## src/rtl/rtc_ctl_defines.vh

```
// Offsets, field positions, reset values and timing counts of the clock control block.
// Assumes a 50 MHz system clock and a register of up to 32 bits at one Wishbone word each.
`ifndef RTC_CTL_DEFINES_VH
`define RTC_CTL_DEFINES_VH

// Register byte addresses
`define ADDR_RTC_CONTROL    8'h04
`define ADDR_TIMER_LOW      8'h08
`define ADDR_CAPTURE_HOLD   8'h0C
`define ADDR_IRQ_STATUS     8'h10
`define ADDR_IRQ_MASK       8'h14

// Control field positions
`define BIT_OSC_ENABLE      7
`define BIT_MCD_ENABLE      6
`define BIT_OSC_FAIL        5
`define BIT_TIMER_RUN       4
`define BIT_RESERVED        3
`define BIT_FAST_MODE       2
`define BIT_SET_START       1
`define BIT_CAPTURE_START   0

// Interrupt status layout
`define IRQ_OSC_FAIL        0
`define IRQ_SET_DONE        1
`define IRQ_CAPTURE_DONE    2

// Reset values
`define CONTROL_RESET       8'h00
`define MASK_RESET          3'h0

// Missing clock timeout: 100 us of 50 MHz system clock
`define MCD_TIMEOUT_CYCLES  16'h1388

// Oscillator ticks a slow set or capture waits for
`define TRANSFER_TICKS      2'h2

`endif

```

## src/rtl/rtc_control_register.v

```verilog
// Control register, 32-bit timer, capture holding register and missing clock
// detector of the low power clock. Assumes a classic Wishbone master on CLK and
// a slow oscillator output RTC_OSC_IN that is already synchronous to CLK.
//
// Function
// - Bit 7 turns oscillator and bias on
// - Bit 6 enables missing clock detector
// - Timeout sets sticky fail flag, software clears
// - Bit 4 runs timer while bit 7 is set, else holds value
// - Bit 1 starts set, self-clears when done
// - Bit 0 starts capture, self-clears when done
// - Set loads holding value into running timer
// - Capture snapshots timer into holding register
// - Detector times out after 100 us stuck
// - Slow transfers need running timer, two ticks
`timescale 1ns/100ps
`default_nettype none
`include "rtc_ctl_defines.vh"

module rtc_control_register #(
    parameter [15:0] MCD_TIMEOUT = `MCD_TIMEOUT_CYCLES
) (
    // Clock and reset
    input  wire        CLK,
    input  wire        RESET_N,
    // Wishbone slave
    input  wire        CYC_I,
    input  wire        STB_I,
    input  wire        WE_I,
    input  wire [7:0]  ADR_I,
    input  wire [3:0]  SEL_I,
    input  wire [31:0] DAT_I,
    output reg  [31:0] DAT_O,
    output reg         ACK_O,
    // Oscillator side
    input  wire        RTC_OSC_IN,
    output reg         OSC_ENABLE,
    output reg         MCD_ENABLE,
    // Interrupt
    output reg         IRQ
);

    // Control fields
    reg        rtc_oscillator_enable;
    reg        missing_clock_detect_enable;
    reg        oscillator_fail_flag;
    reg        timer_run;
    reg        fast_transfer_mode;
    reg        timer_set_start;
    reg        timer_capture_start;
    // Timer, holding register and transfer progress
    reg [31:0] timer;
    reg [31:0] capture_holding_regs;
    reg [1:0]  set_ticks;
    reg [1:0]  cap_ticks;
    // Detector and interrupt state
    reg [15:0] stuck_count;
    reg        osc_last;
    reg        tick;
    reg [2:0]  irq_status;
    reg [2:0]  irq_mask;
    // Read mux output
    reg [31:0] next_dat;

    // Decode and event wires
    wire       req;
    wire       wr_byte0;
    wire       ctl_write;
    wire       mask_write;
    wire       hold_write;
    wire       stat_read;
    wire       osc_edge;
    wire       timeout;
    wire       set_done;
    wire       cap_done;
    wire [2:0] irq_event;
    wire [7:0] control_value;

    genvar g;

    // Exact byte address match; every write and status-read decode goes through here, the read mux decodes ADR_I on its own
    function addr_hit;
        input [7:0] addr;
        input [7:0] target;
        begin
            addr_hit = (addr == target);
        end
    endfunction

    // Shared by set and capture so both finish under the same terms
    function transfer_done;
        input       start;
        input       fast;
        input       run;
        input [1:0] ticks;
        begin
            transfer_done = start & (fast | (run & (ticks == `TRANSFER_TICKS)));
        end
    endfunction

    function [7:0] lane_merge;
        input [7:0] old_byte;
        input [7:0] new_byte;
        input       sel;
        begin
            lane_merge = sel ? new_byte : old_byte;
        end
    endfunction

    // Bus decode; a request counts once, on the edge before its ack
    assign req        = CYC_I & STB_I & ~ACK_O;
    assign wr_byte0   = req & WE_I & SEL_I[0];
    assign ctl_write  = wr_byte0 & addr_hit(ADR_I, `ADDR_RTC_CONTROL);
    assign mask_write = wr_byte0 & addr_hit(ADR_I, `ADDR_IRQ_MASK);
    assign hold_write = req & WE_I & addr_hit(ADR_I, `ADDR_CAPTURE_HOLD);
    assign stat_read  = req & ~WE_I & addr_hit(ADR_I, `ADDR_IRQ_STATUS);

    // Detector and transfer completion
    assign osc_edge   = RTC_OSC_IN ^ osc_last;
    assign timeout    = missing_clock_detect_enable & (stuck_count == MCD_TIMEOUT);
    // Fast mode moves data on the system clock; slow mode waits for ticks
    assign set_done   = transfer_done(timer_set_start, fast_transfer_mode,
                                      timer_run, set_ticks);
    assign cap_done   = transfer_done(timer_capture_start, fast_transfer_mode,
                                      timer_run, cap_ticks);
    assign irq_event  = {cap_done, set_done, timeout};

    // Control image as software reads it; bit 3 is tied low
    assign control_value = {rtc_oscillator_enable, missing_clock_detect_enable,
                            oscillator_fail_flag, timer_run, 1'b0,
                            fast_transfer_mode, timer_set_start,
                            timer_capture_start};

    // Oscillator edge; tick marks a rising edge one clock late
    always @(posedge CLK or negedge RESET_N) begin
        if (!RESET_N) begin
            osc_last <= 1'b0;
            tick     <= 1'b0;
        end else begin
            osc_last <= RTC_OSC_IN;
            tick     <= osc_edge & RTC_OSC_IN;
        end
    end

    // Stuck-level counter; saturates so the fail event repeats while stuck
    always @(posedge CLK or negedge RESET_N) begin
        if (!RESET_N) begin
            stuck_count <= 16'h0000;
        end else if (!missing_clock_detect_enable || osc_edge) begin
            stuck_count <= 16'h0000;
        end else if (stuck_count != MCD_TIMEOUT) begin
            stuck_count <= stuck_count + 16'h0001;
        end
    end

    // Control register
    always @(posedge CLK or negedge RESET_N) begin
        if (!RESET_N) begin
            rtc_oscillator_enable       <= 1'b0;
            missing_clock_detect_enable <= 1'b0;
            oscillator_fail_flag        <= 1'b0;
            timer_run                   <= 1'b0;
            fast_transfer_mode          <= 1'b0;
            timer_set_start             <= 1'b0;
            timer_capture_start         <= 1'b0;
        end else begin
            if (ctl_write) begin
                rtc_oscillator_enable       <= DAT_I[`BIT_OSC_ENABLE];
                missing_clock_detect_enable <= DAT_I[`BIT_MCD_ENABLE];
                timer_run                   <= DAT_I[`BIT_TIMER_RUN];
                fast_transfer_mode          <= DAT_I[`BIT_FAST_MODE];
            end
            // Timeout wins over a software clear in the same cycle
            if (timeout) begin
                oscillator_fail_flag <= 1'b1;
            end else if (ctl_write && !DAT_I[`BIT_OSC_FAIL]) begin
                oscillator_fail_flag <= 1'b0;
            end
            // Writing 0 cannot cancel a transfer in flight
            if (set_done) begin
                timer_set_start <= 1'b0;
            end else if (ctl_write && DAT_I[`BIT_SET_START]) begin
                timer_set_start <= 1'b1;
            end
            if (cap_done) begin
                timer_capture_start <= 1'b0;
            end else if (ctl_write && DAT_I[`BIT_CAPTURE_START]) begin
                timer_capture_start <= 1'b1;
            end
        end
    end

    // Slow-mode tick counters; ticks count only while the timer runs
    always @(posedge CLK or negedge RESET_N) begin
        if (!RESET_N) begin
            set_ticks <= 2'h0;
        end else if (!timer_set_start || set_done) begin
            set_ticks <= 2'h0;
        end else if (tick && timer_run && set_ticks != `TRANSFER_TICKS) begin
            set_ticks <= set_ticks + 2'h1;
        end
    end

    always @(posedge CLK or negedge RESET_N) begin
        if (!RESET_N) begin
            cap_ticks <= 2'h0;
        end else if (!timer_capture_start || cap_done) begin
            cap_ticks <= 2'h0;
        end else if (tick && timer_run && cap_ticks != `TRANSFER_TICKS) begin
            cap_ticks <= cap_ticks + 2'h1;
        end
    end

    // Timer and holding register; set wins over counting
    generate
        for (g = 0; g < 4; g = g + 1) begin : hold_lane
            always @(posedge CLK or negedge RESET_N) begin
                if (!RESET_N) begin
                    capture_holding_regs[8*g+7:8*g] <= 8'h00;
                end else if (cap_done) begin
                    capture_holding_regs[8*g+7:8*g] <= timer[8*g+7:8*g];
                end else if (hold_write) begin
                    capture_holding_regs[8*g+7:8*g] <= lane_merge(
                        capture_holding_regs[8*g+7:8*g], DAT_I[8*g+7:8*g], SEL_I[g]);
                end
            end
        end
    endgenerate

    always @(posedge CLK or negedge RESET_N) begin
        if (!RESET_N) begin
            timer <= 32'h0000_0000;
        end else if (set_done) begin
            timer <= capture_holding_regs;
        end else if (timer_run && rtc_oscillator_enable && tick) begin
            timer <= timer + 32'h0000_0001;
        end
    end

    // Status bits; a new event wins over the clear-on-read
    generate
        for (g = 0; g < 3; g = g + 1) begin : status_bit
            always @(posedge CLK or negedge RESET_N) begin
                if (!RESET_N) begin
                    irq_status[g] <= 1'b0;
                end else if (irq_event[g]) begin
                    irq_status[g] <= 1'b1;
                end else if (stat_read) begin
                    irq_status[g] <= 1'b0;
                end
            end
        end
    endgenerate

    // Mask and level output; the output lags status by one clock
    always @(posedge CLK or negedge RESET_N) begin
        if (!RESET_N) begin
            irq_mask <= `MASK_RESET;
            IRQ      <= 1'b0;
        end else begin
            if (mask_write) begin
                irq_mask <= DAT_I[2:0];
            end
            IRQ <= |(irq_status & irq_mask);
        end
    end

    // Read mux
    always @* begin
        next_dat = 32'h0000_0000;
        case (ADR_I)
            `ADDR_RTC_CONTROL:  next_dat[7:0] = control_value;
            `ADDR_TIMER_LOW:    next_dat = timer;
            `ADDR_CAPTURE_HOLD: next_dat = capture_holding_regs;
            `ADDR_IRQ_STATUS:   next_dat[2:0] = irq_status;
            `ADDR_IRQ_MASK:     next_dat[2:0] = irq_mask;
            default:            next_dat = 32'h0000_0000;
        endcase
    end

    // Bus answer one cycle after request; unmapped reads give zero
    always @(posedge CLK or negedge RESET_N) begin
        if (!RESET_N) begin
            ACK_O <= 1'b0;
            DAT_O <= 32'h0000_0000;
        end else begin
            ACK_O <= req;
            DAT_O <= req ? next_dat : 32'h0000_0000;
        end
    end

    // Enable pins copy the register a clock later, straight from flops
    always @(posedge CLK or negedge RESET_N) begin
        if (!RESET_N) begin
            OSC_ENABLE <= 1'b0;
            MCD_ENABLE <= 1'b0;
        end else begin
            OSC_ENABLE <= rtc_oscillator_enable;
            MCD_ENABLE <= missing_clock_detect_enable;
        end
    end

endmodule // rtc_control_register

`default_nettype wire

```

## config.mk

```make
export PLATFORM = sky130hd
export DESIGN_NAME = rtc_control_register
export DESIGN_NICKNAME = d
export VERILOG_FILES = /design/src/rtl/rtc_control_register.v
export VERILOG_INCLUDE_DIRS = /design/src /design/src/rtl
export SDC_FILE = /design/constraint.sdc
export NUM_CORES = 1
export LEC_CHECK = 0
export BUFFER_PORTS_ARGS = -buffer_cell sky130_fd_sc_hd__buf_2
export CAP_MARGIN = 20
export CORE_MARGIN = 8
export CORE_UTILIZATION = 58
export DETAILED_ROUTE_END_ITERATION = 8
export PLACE_DENSITY = 0.76
export SETUP_SLACK_MARGIN = 0.15
export SLEW_MARGIN = 20
export SYNTH_ARGS = -nofsm -noshare
export SYNTH_HDL_FRONTEND = slang
export SYNTH_SLANG_ARGS = --single-unit
export TNS_END_PERCENT = 50
```

## constraint.sdc

```tcl
create_clock -name CLK -period 2.35 [get_ports CLK]
set_input_delay 0.47 -clock CLK [delete_from_list [all_inputs] [get_ports CLK]]
set_output_delay 0.47 -clock CLK [all_outputs]
set_load 0.01 [all_outputs]
```

==> results of run 1 <==
flip-flops by register name (all words and copies together) (netlist names), 2 cells and up:
register              count
DAT_O                    32
capture_holding_regs     32
timer                    32
stuck_count              16
irq_mask                  3
irq_status                3
cap_ticks                 2
set_ticks                 2
metrics by stage:
step	TNS, ns	utilization	setup WS (ns)	std cells	hold WS [ns]
after global routing	0	0.708	0.149	954	0.177
final	0	0.708	0.277	954	0.178
after detailed placement	-2.05	0.651	-0.122	921	0.432
after global placement	-0.653	0.651	-0.106	921	0.430
after CTS	0	0.707	0.257	954	0.166
after floorplan	-0.605	-	-0.137	720	0.174
cells in the mapped netlist (2+ instances only):
cell type / instances / share of area
o41ai_1: 4 / 0.0052
nand4_1: 26 / 0.024
inv_1: 16 / 0.0089
or3_1: 12 / 0.011
o22a_1: 2 / 0.0026
a21o_1: 2 / 0.0022
and3_1: 8 / 0.0074
or4_1: 19 / 0.021
nand3b_1: 2 / 0.0022
xnor2_1: 8 / 0.010
clkbuf_1: 51 / 0.028
xor2_1: 16 / 0.021
nand2b_1: 4 / 0.0037
mux2_4: 4 / 0.0089
buf_2: 3 / 0.0022
a21oi_1: 8 / 0.0059
nor4_1: 7 / 0.0065
mux2_2: 8 / 0.013
nor4b_1: 3 / 0.0039
nand4b_1: 2 / 0.0026
a31oi_1: 48 / 0.044
and4_1: 5 / 0.0065
nand2_1: 42 / 0.023
and2_1: 2 / 0.0019
nand4bb_1: 3 / 0.0050
o21ai_0: 57 / 0.042
o31ai_1: 10 / 0.011
nand3_1: 50 / 0.037
ha_1: 6 / 0.011
dfrtp_1: 135 / 0.50
o2111ai_1: 3 / 0.0039
or2_2: 2 / 0.0019
mux2i_1: 5 / 0.0074
nor3_1: 3 / 0.0022
a22oi_1: 31 / 0.034
nor2_1: 94 / 0.052
final timing paths:
path	startpoint	to	slack, ns	depth (start not counted)
max	rtc_oscillator_enable	timer[19]	0.28	4
min	RTC_OSC_IN	osc_last	0.18	1
max reg2reg	rtc_oscillator_enable	timer[19]	0.28	4
min reg2reg	capture_holding_regs[3]	timer[3]	0.51	2
max in group asynchronous	RESET_N	cap_ticks[0]	1.17	3
min in group asynchronous	RESET_N	DAT_O[20]	0.53	2
report_power, final:
group / switching, mW / leakage (nW) / internal, mW
logic: 0.251 / 1.46 / 0.209
registers: 0.255 / 1.69 / 2.51
clock network: 1.04 / 0.309 / 1.82
routing by layer:
metal | share of wire | global-route usage
met5 | 0 | 0
met4 | 0.017 | 0.104
met3 | 0.062 | 0.0526
met2 | 0.49 | 0.400
met1 | 0.43 | 0.312
cells by family after synthesis:
logic type / synth area share
DFF: 0.500
buffers and inverters: 0.0416
and+or+nand+nor: 0.223
adders and majority gates: 0.0111
xor gates and xnor gates: 0.0311
muxes: 0.0296
AOI/OAI and AO/OA: 0.164
final cells by class:
type,count,share of cell area
Sequential cell,135,0.418
Inverter,16,0.00743
Clock buffer,19,0.0548
Clock inverter,13,0.0240
Tap cell,143,0.0221
Timing Repair Buffer,115,0.0858
Multi-Input combinational cell,513,0.388
what timing repair did:
action                     CTS  global route
hold buffers                 1             0
hold endpoints to repair    27             0
setup endpoints to repair    0             4
resized for setup            0             1
setup buffers                0             0
==> metrics.txt, run 1 <==
crit path kind=reg2reg; commonest non-fill, non-tap cell in the layout=dfrtp_1; IO Pins=between 80 and 90; Multi-input gate area=0.00313 mm²; Primary FF master, synth=dfrtp_1; total power=about 6 mW; GRT overflow=0; clk buf depth=2; Clock Sinks=about 140; Root Buffer=clkbuf_16; syn_area_per_cell=roughly 9.4 µm²; WL per Instance=~19 µm; sequential standard cell area=approximately 0.0034 mm²; fmax=483 MHz; Reg clk slew, reported paths=0.06 ns; WP buf/inv=0; startpoint types=flip-flop; htree depth=4; die span in x=124 µm; Cells after Synth=720; ys async rst share=1.00; Fin. Hold Viols=0; Rel. slew slack=0.513; crit-path cells=and4_1 > nand3_1 > or4_1 > a31oi_1; worst skew pair latency=0.42 ns; synth warn=0; Fillers=approximately 840; RSZ-0062 raised after global routing=yes; largest net degree at the start of global routing=50; power per cell area=753 mW/mm²; Port Buf Inserts=85; Netlist cell types=55; final routed DRC violation total=0; status=complete, no violations; Crit path largest cell delay=~0.61 ns; Yosys reg bits=~140; Initial DRC Count=472; fraction of the cycle the final worst path needs=0.882; Leak=about 3.5 nW; CP required=~2.7 ns; GP Congestion=about 0.9; initial antenna violation count=0; Top delay family on crit path=simple AND/OR/NAND/NOR gates; first-pass GRT wire length=approximately 30 mm; worst-margin pin slew=around 0.72 ns; vias in the first global route=approximately 6,000; Worst EP arrival=2.42 ns; Antenna Violating Nets Remaining=0; placed cell area=0.00743 mm²; Min-Delay Path Class=in2reg; Pre-Repair DR Iteration Count=6; VDD IR max=between 0.6 and 0.7 mV; Setup-failing EPs final=0; fin crit period=approximately 2.1 ns; most frequent cells in the layout=dfrtp_1 (135), nor2_1 (94), buf_2 (84); final WL=between 15 and 20 mm; fin area=0.00808 mm²; syn nets=776; Seq/Total Area, Yosys=0.500; number of synthesized flops with an enable pin=0; Clock Skew=0.00814 ns; initial core utilization=0.592; Post-Syn Area=a little under 0.007 mm²; core area=0.0114 mm²; Nets=between 800 and 900; GRT Overall Usage=0.245; row cnt=39; TritonCTS buffer count=17; DIE AREA=between 0.015 and 0.02 mm²; Max FO, Critical Path=12; Area Growth Syn to Fin=19.5%; share of cells above drive strength 1=0.208; Die Ht=124 µm; Final Max Tran Viols=0; Slowest cell on crit path=or4_1; DP HPWL=12.5 mm; CTS tree=yes; Max Cap Violations=0; Via Count=a little over 6,000; Ant. Diodes=0; Vias/cell=6.38; critical path endpoint category=flip-flop
Power figures use the tool's default switching activity.
==> run 2, diff against run 1 <==
Settings changed: BUFFER_PORTS_ARGS -buffer_cell sky130_fd_sc_hd__buf_2 to not set, CORE_UTILIZATION 58 to 64, DONT_BUFFER_PORTS set to 1, HOLD_SLACK_MARGIN set to 0.15, PLACE_DENSITY 0.76 to not set, PLACE_DENSITY_LB_ADDON set to 0.12.
==> metrics.txt, run 2 (synthesized netlist as in run 1, its figures left out) <==
Root Buffer=clkbuf_8; post-route setup slack=0.259 ns (-0.0186 ns); TritonCTS buffer count=17 (unchanged); Final Max Tran Viols=0 (unchanged); Max Cap Violations=0 (unchanged); WL per Instance=20.9 µm (+11%); Worst EP arrival=2.53 ns (+0.11 ns); Crit path largest cell delay=0.56 ns (-0.05 ns); GP Congestion=0.884 (-2.5%); share of cells above drive strength 1=0.111 (-0.0976); critical path endpoint category=flip-flop; worst skew pair latency=0.55 ns (+0.13 ns); DP HPWL=11.9 mm (-5.0%); Setup-failing EPs final=0 (unchanged); status=finished with violations; NetSw=1.40 mW (-9.8%); Max FO, Critical Path=6 (-6); Nets=813 (-4.8%); WP buf/inv=0 (unchanged); most frequent cells in the layout=dfrtp_1 (135), nor2_1 (94), o21ai_0 (57); WHS=-0.388 ns (-0.565 ns); Reg clk slew, reported paths=0.06 ns (about the same); DIE AREA=0.0141 mm² (-8.2%); largest net degree at the start of global routing=136 (+170%); TNS Setup=0 ns (unchanged); largest registers=DAT_O (32), capture_holding_regs (32), timer (32); Initial DRC Count=693 (+47%); Rel. slew slack=0.679 (+0.167); fin crit period=2.09 ns (+0.0186 ns); final WL=18.9 mm (+5.5%); fmax=478 MHz (-0.89%); crit-path cells=nand3b_1 > or3_4 > or4_4 > mux2_4; core area=0.0103 mm² (-10%); r2r startpoint=ACK_O; Reg-to-Reg End=rtc_oscillator_enable; initial core utilization=0.658 (+0.0657); crit path kind=reg2reg; Die Ht=119 µm (-4.2%); vias in the first global route=6,072 (-0.51%); VDD IR max=0.636 mV (+1.2%); first-pass GRT wire length=30.8 mm (+2.6%); fraction of the cycle the final worst path needs=0.890 (+0.00790); Area Growth Syn to Fin=18.4%; commonest non-fill, non-tap cell in the layout=dfrtp_1; clk buf depth=2 (unchanged); CTS tree=yes; Pre-Repair DR Iteration Count=6 (unchanged); fin area=0.00800 mm² (-0.96%); Vias/cell=6.74 (+5.5%); Clock Skew=0.00612 ns (-0.00203 ns); final routed DRC violation total=0 (unchanged); failing checks=negative hold slack; worst-margin pin slew=0.469 ns (-0.255 ns); row cnt=37 (-5.1%); Fin. Hold Viols=135 (+135); Fillers=704 (-16%); initial antenna violation count=1 (+1); Leak=3.23 nW (-6.9%); cell-internal power=4.29 mW (-5.4%); WP depth=4 (unchanged); placed cell area=0.00702 mm² (-5.5%); Clock Sinks=135 (unchanged); switch share=0.246 (-0.00890); Min-Delay Path Class=in2async; htree depth=4 (unchanged); hold-fix buffers at CTS=40 (+39); R2R cell count=4 (unchanged); Logic pwr share=0.077 (about the same); GRT overflow=0 (unchanged); Top delay family on crit path=simple AND/OR/NAND/NOR gates; GRT Overall Usage=0.274 (+0.0280); Via Count=6,089 (-0.016%); DP Worst Slack=-0.0117 ns (+0.110 ns); CP required=2.78 ns (+0.09 ns); clock network fraction of design power=0.442 (-0.028); IO Pins=86 (unchanged); power per cell area=711 mW/mm² (-5.6%); startpoint types=flip-flop; total power=5.69 mW (-6.5%); Flop pwr share=0.482 (+0.028); Antenna Violating Nets Remaining=0 (unchanged); R2R Setup Slk=0.26 ns (-0.02 ns); die span in x=119 µm (-4.2%); RSZ-0062 raised after global routing=no; Slowest cell on crit path=or4_4; Port Buf Inserts=0 (-100%)
-- run 2: changes by cell type in the layout (fill, tap and decap cells not counted), sizes merged --
cell / change
clkinv: -3
inv: -3
bufinv: -3
dlygate4sd3: +39
clkbuf: +7
buf: -80
diode: +1
clkinvlp: -1
-- run 2: area by class of cell --
cell class              instances  area [µm²]  area share
clock buffers                  26         508      0.0635
flip-flops and latches        135        3380       0.422
well taps                     136         170      0.0213
repair buffers                 74         706      0.0882
clock inverters                 3        40.0     0.00500
diodes                          1        2.50    0.000313
multi-input cells             513        3140       0.392
inverters                      16        60.1     0.00750
-- run 2: layer usage --
metal | vias up | track usage | wire, µm
li1 | 2725 | - | -
met1 | 2978 | 0.321 | 7270
met2 | 320 | 0.442 | 9330
met3 | 66 | 0.0833 | 1590
met4 | 0 | 0.151 | 661
met5 | - | 0 | 0
-- run 2: what timing repair did --
item | 4_1_cts | 5_1_grt
hold endpoints to repair | 186 | 135
resized for setup | 0 | 2
setup buffers | 0 | 3
endpoints found under the setup margin | 0 | 2
-- run 2: worst max-delay path by stage --
stage                    from                     to
finish                  ACK_O  rtc_oscillator_enable
global route        timer[17]              timer[26]
CTS                  timer[9]              timer[22]
detailed placement   ADR_I[0]  rtc_oscillator_enable
global placement     ADR_I[0]              timer_run
floorplan            ADR_I[0]     fast_transfer_mode
-- run 2: power by group through the flow --
stage	Sequential [mW]	Clock (mW)	Combinational, mW
6_report	2.74	2.51	0.436
5_1_grt	2.76	2.62	0.482
4_1_cts	2.73	2.53	0.431
3_5_place_dp	2.76	0	0.360
3_3_place_gp	2.76	0	0.340
2_1_floorplan	2.67	0	0.332
-- run 2: per-stage QoR --
step,util,instances
final,0.779,904
after global routing,0.779,904
after CTS,0.775,900
after detailed placement,0.683,831
after global placement,0.683,831
after floorplan,-,720
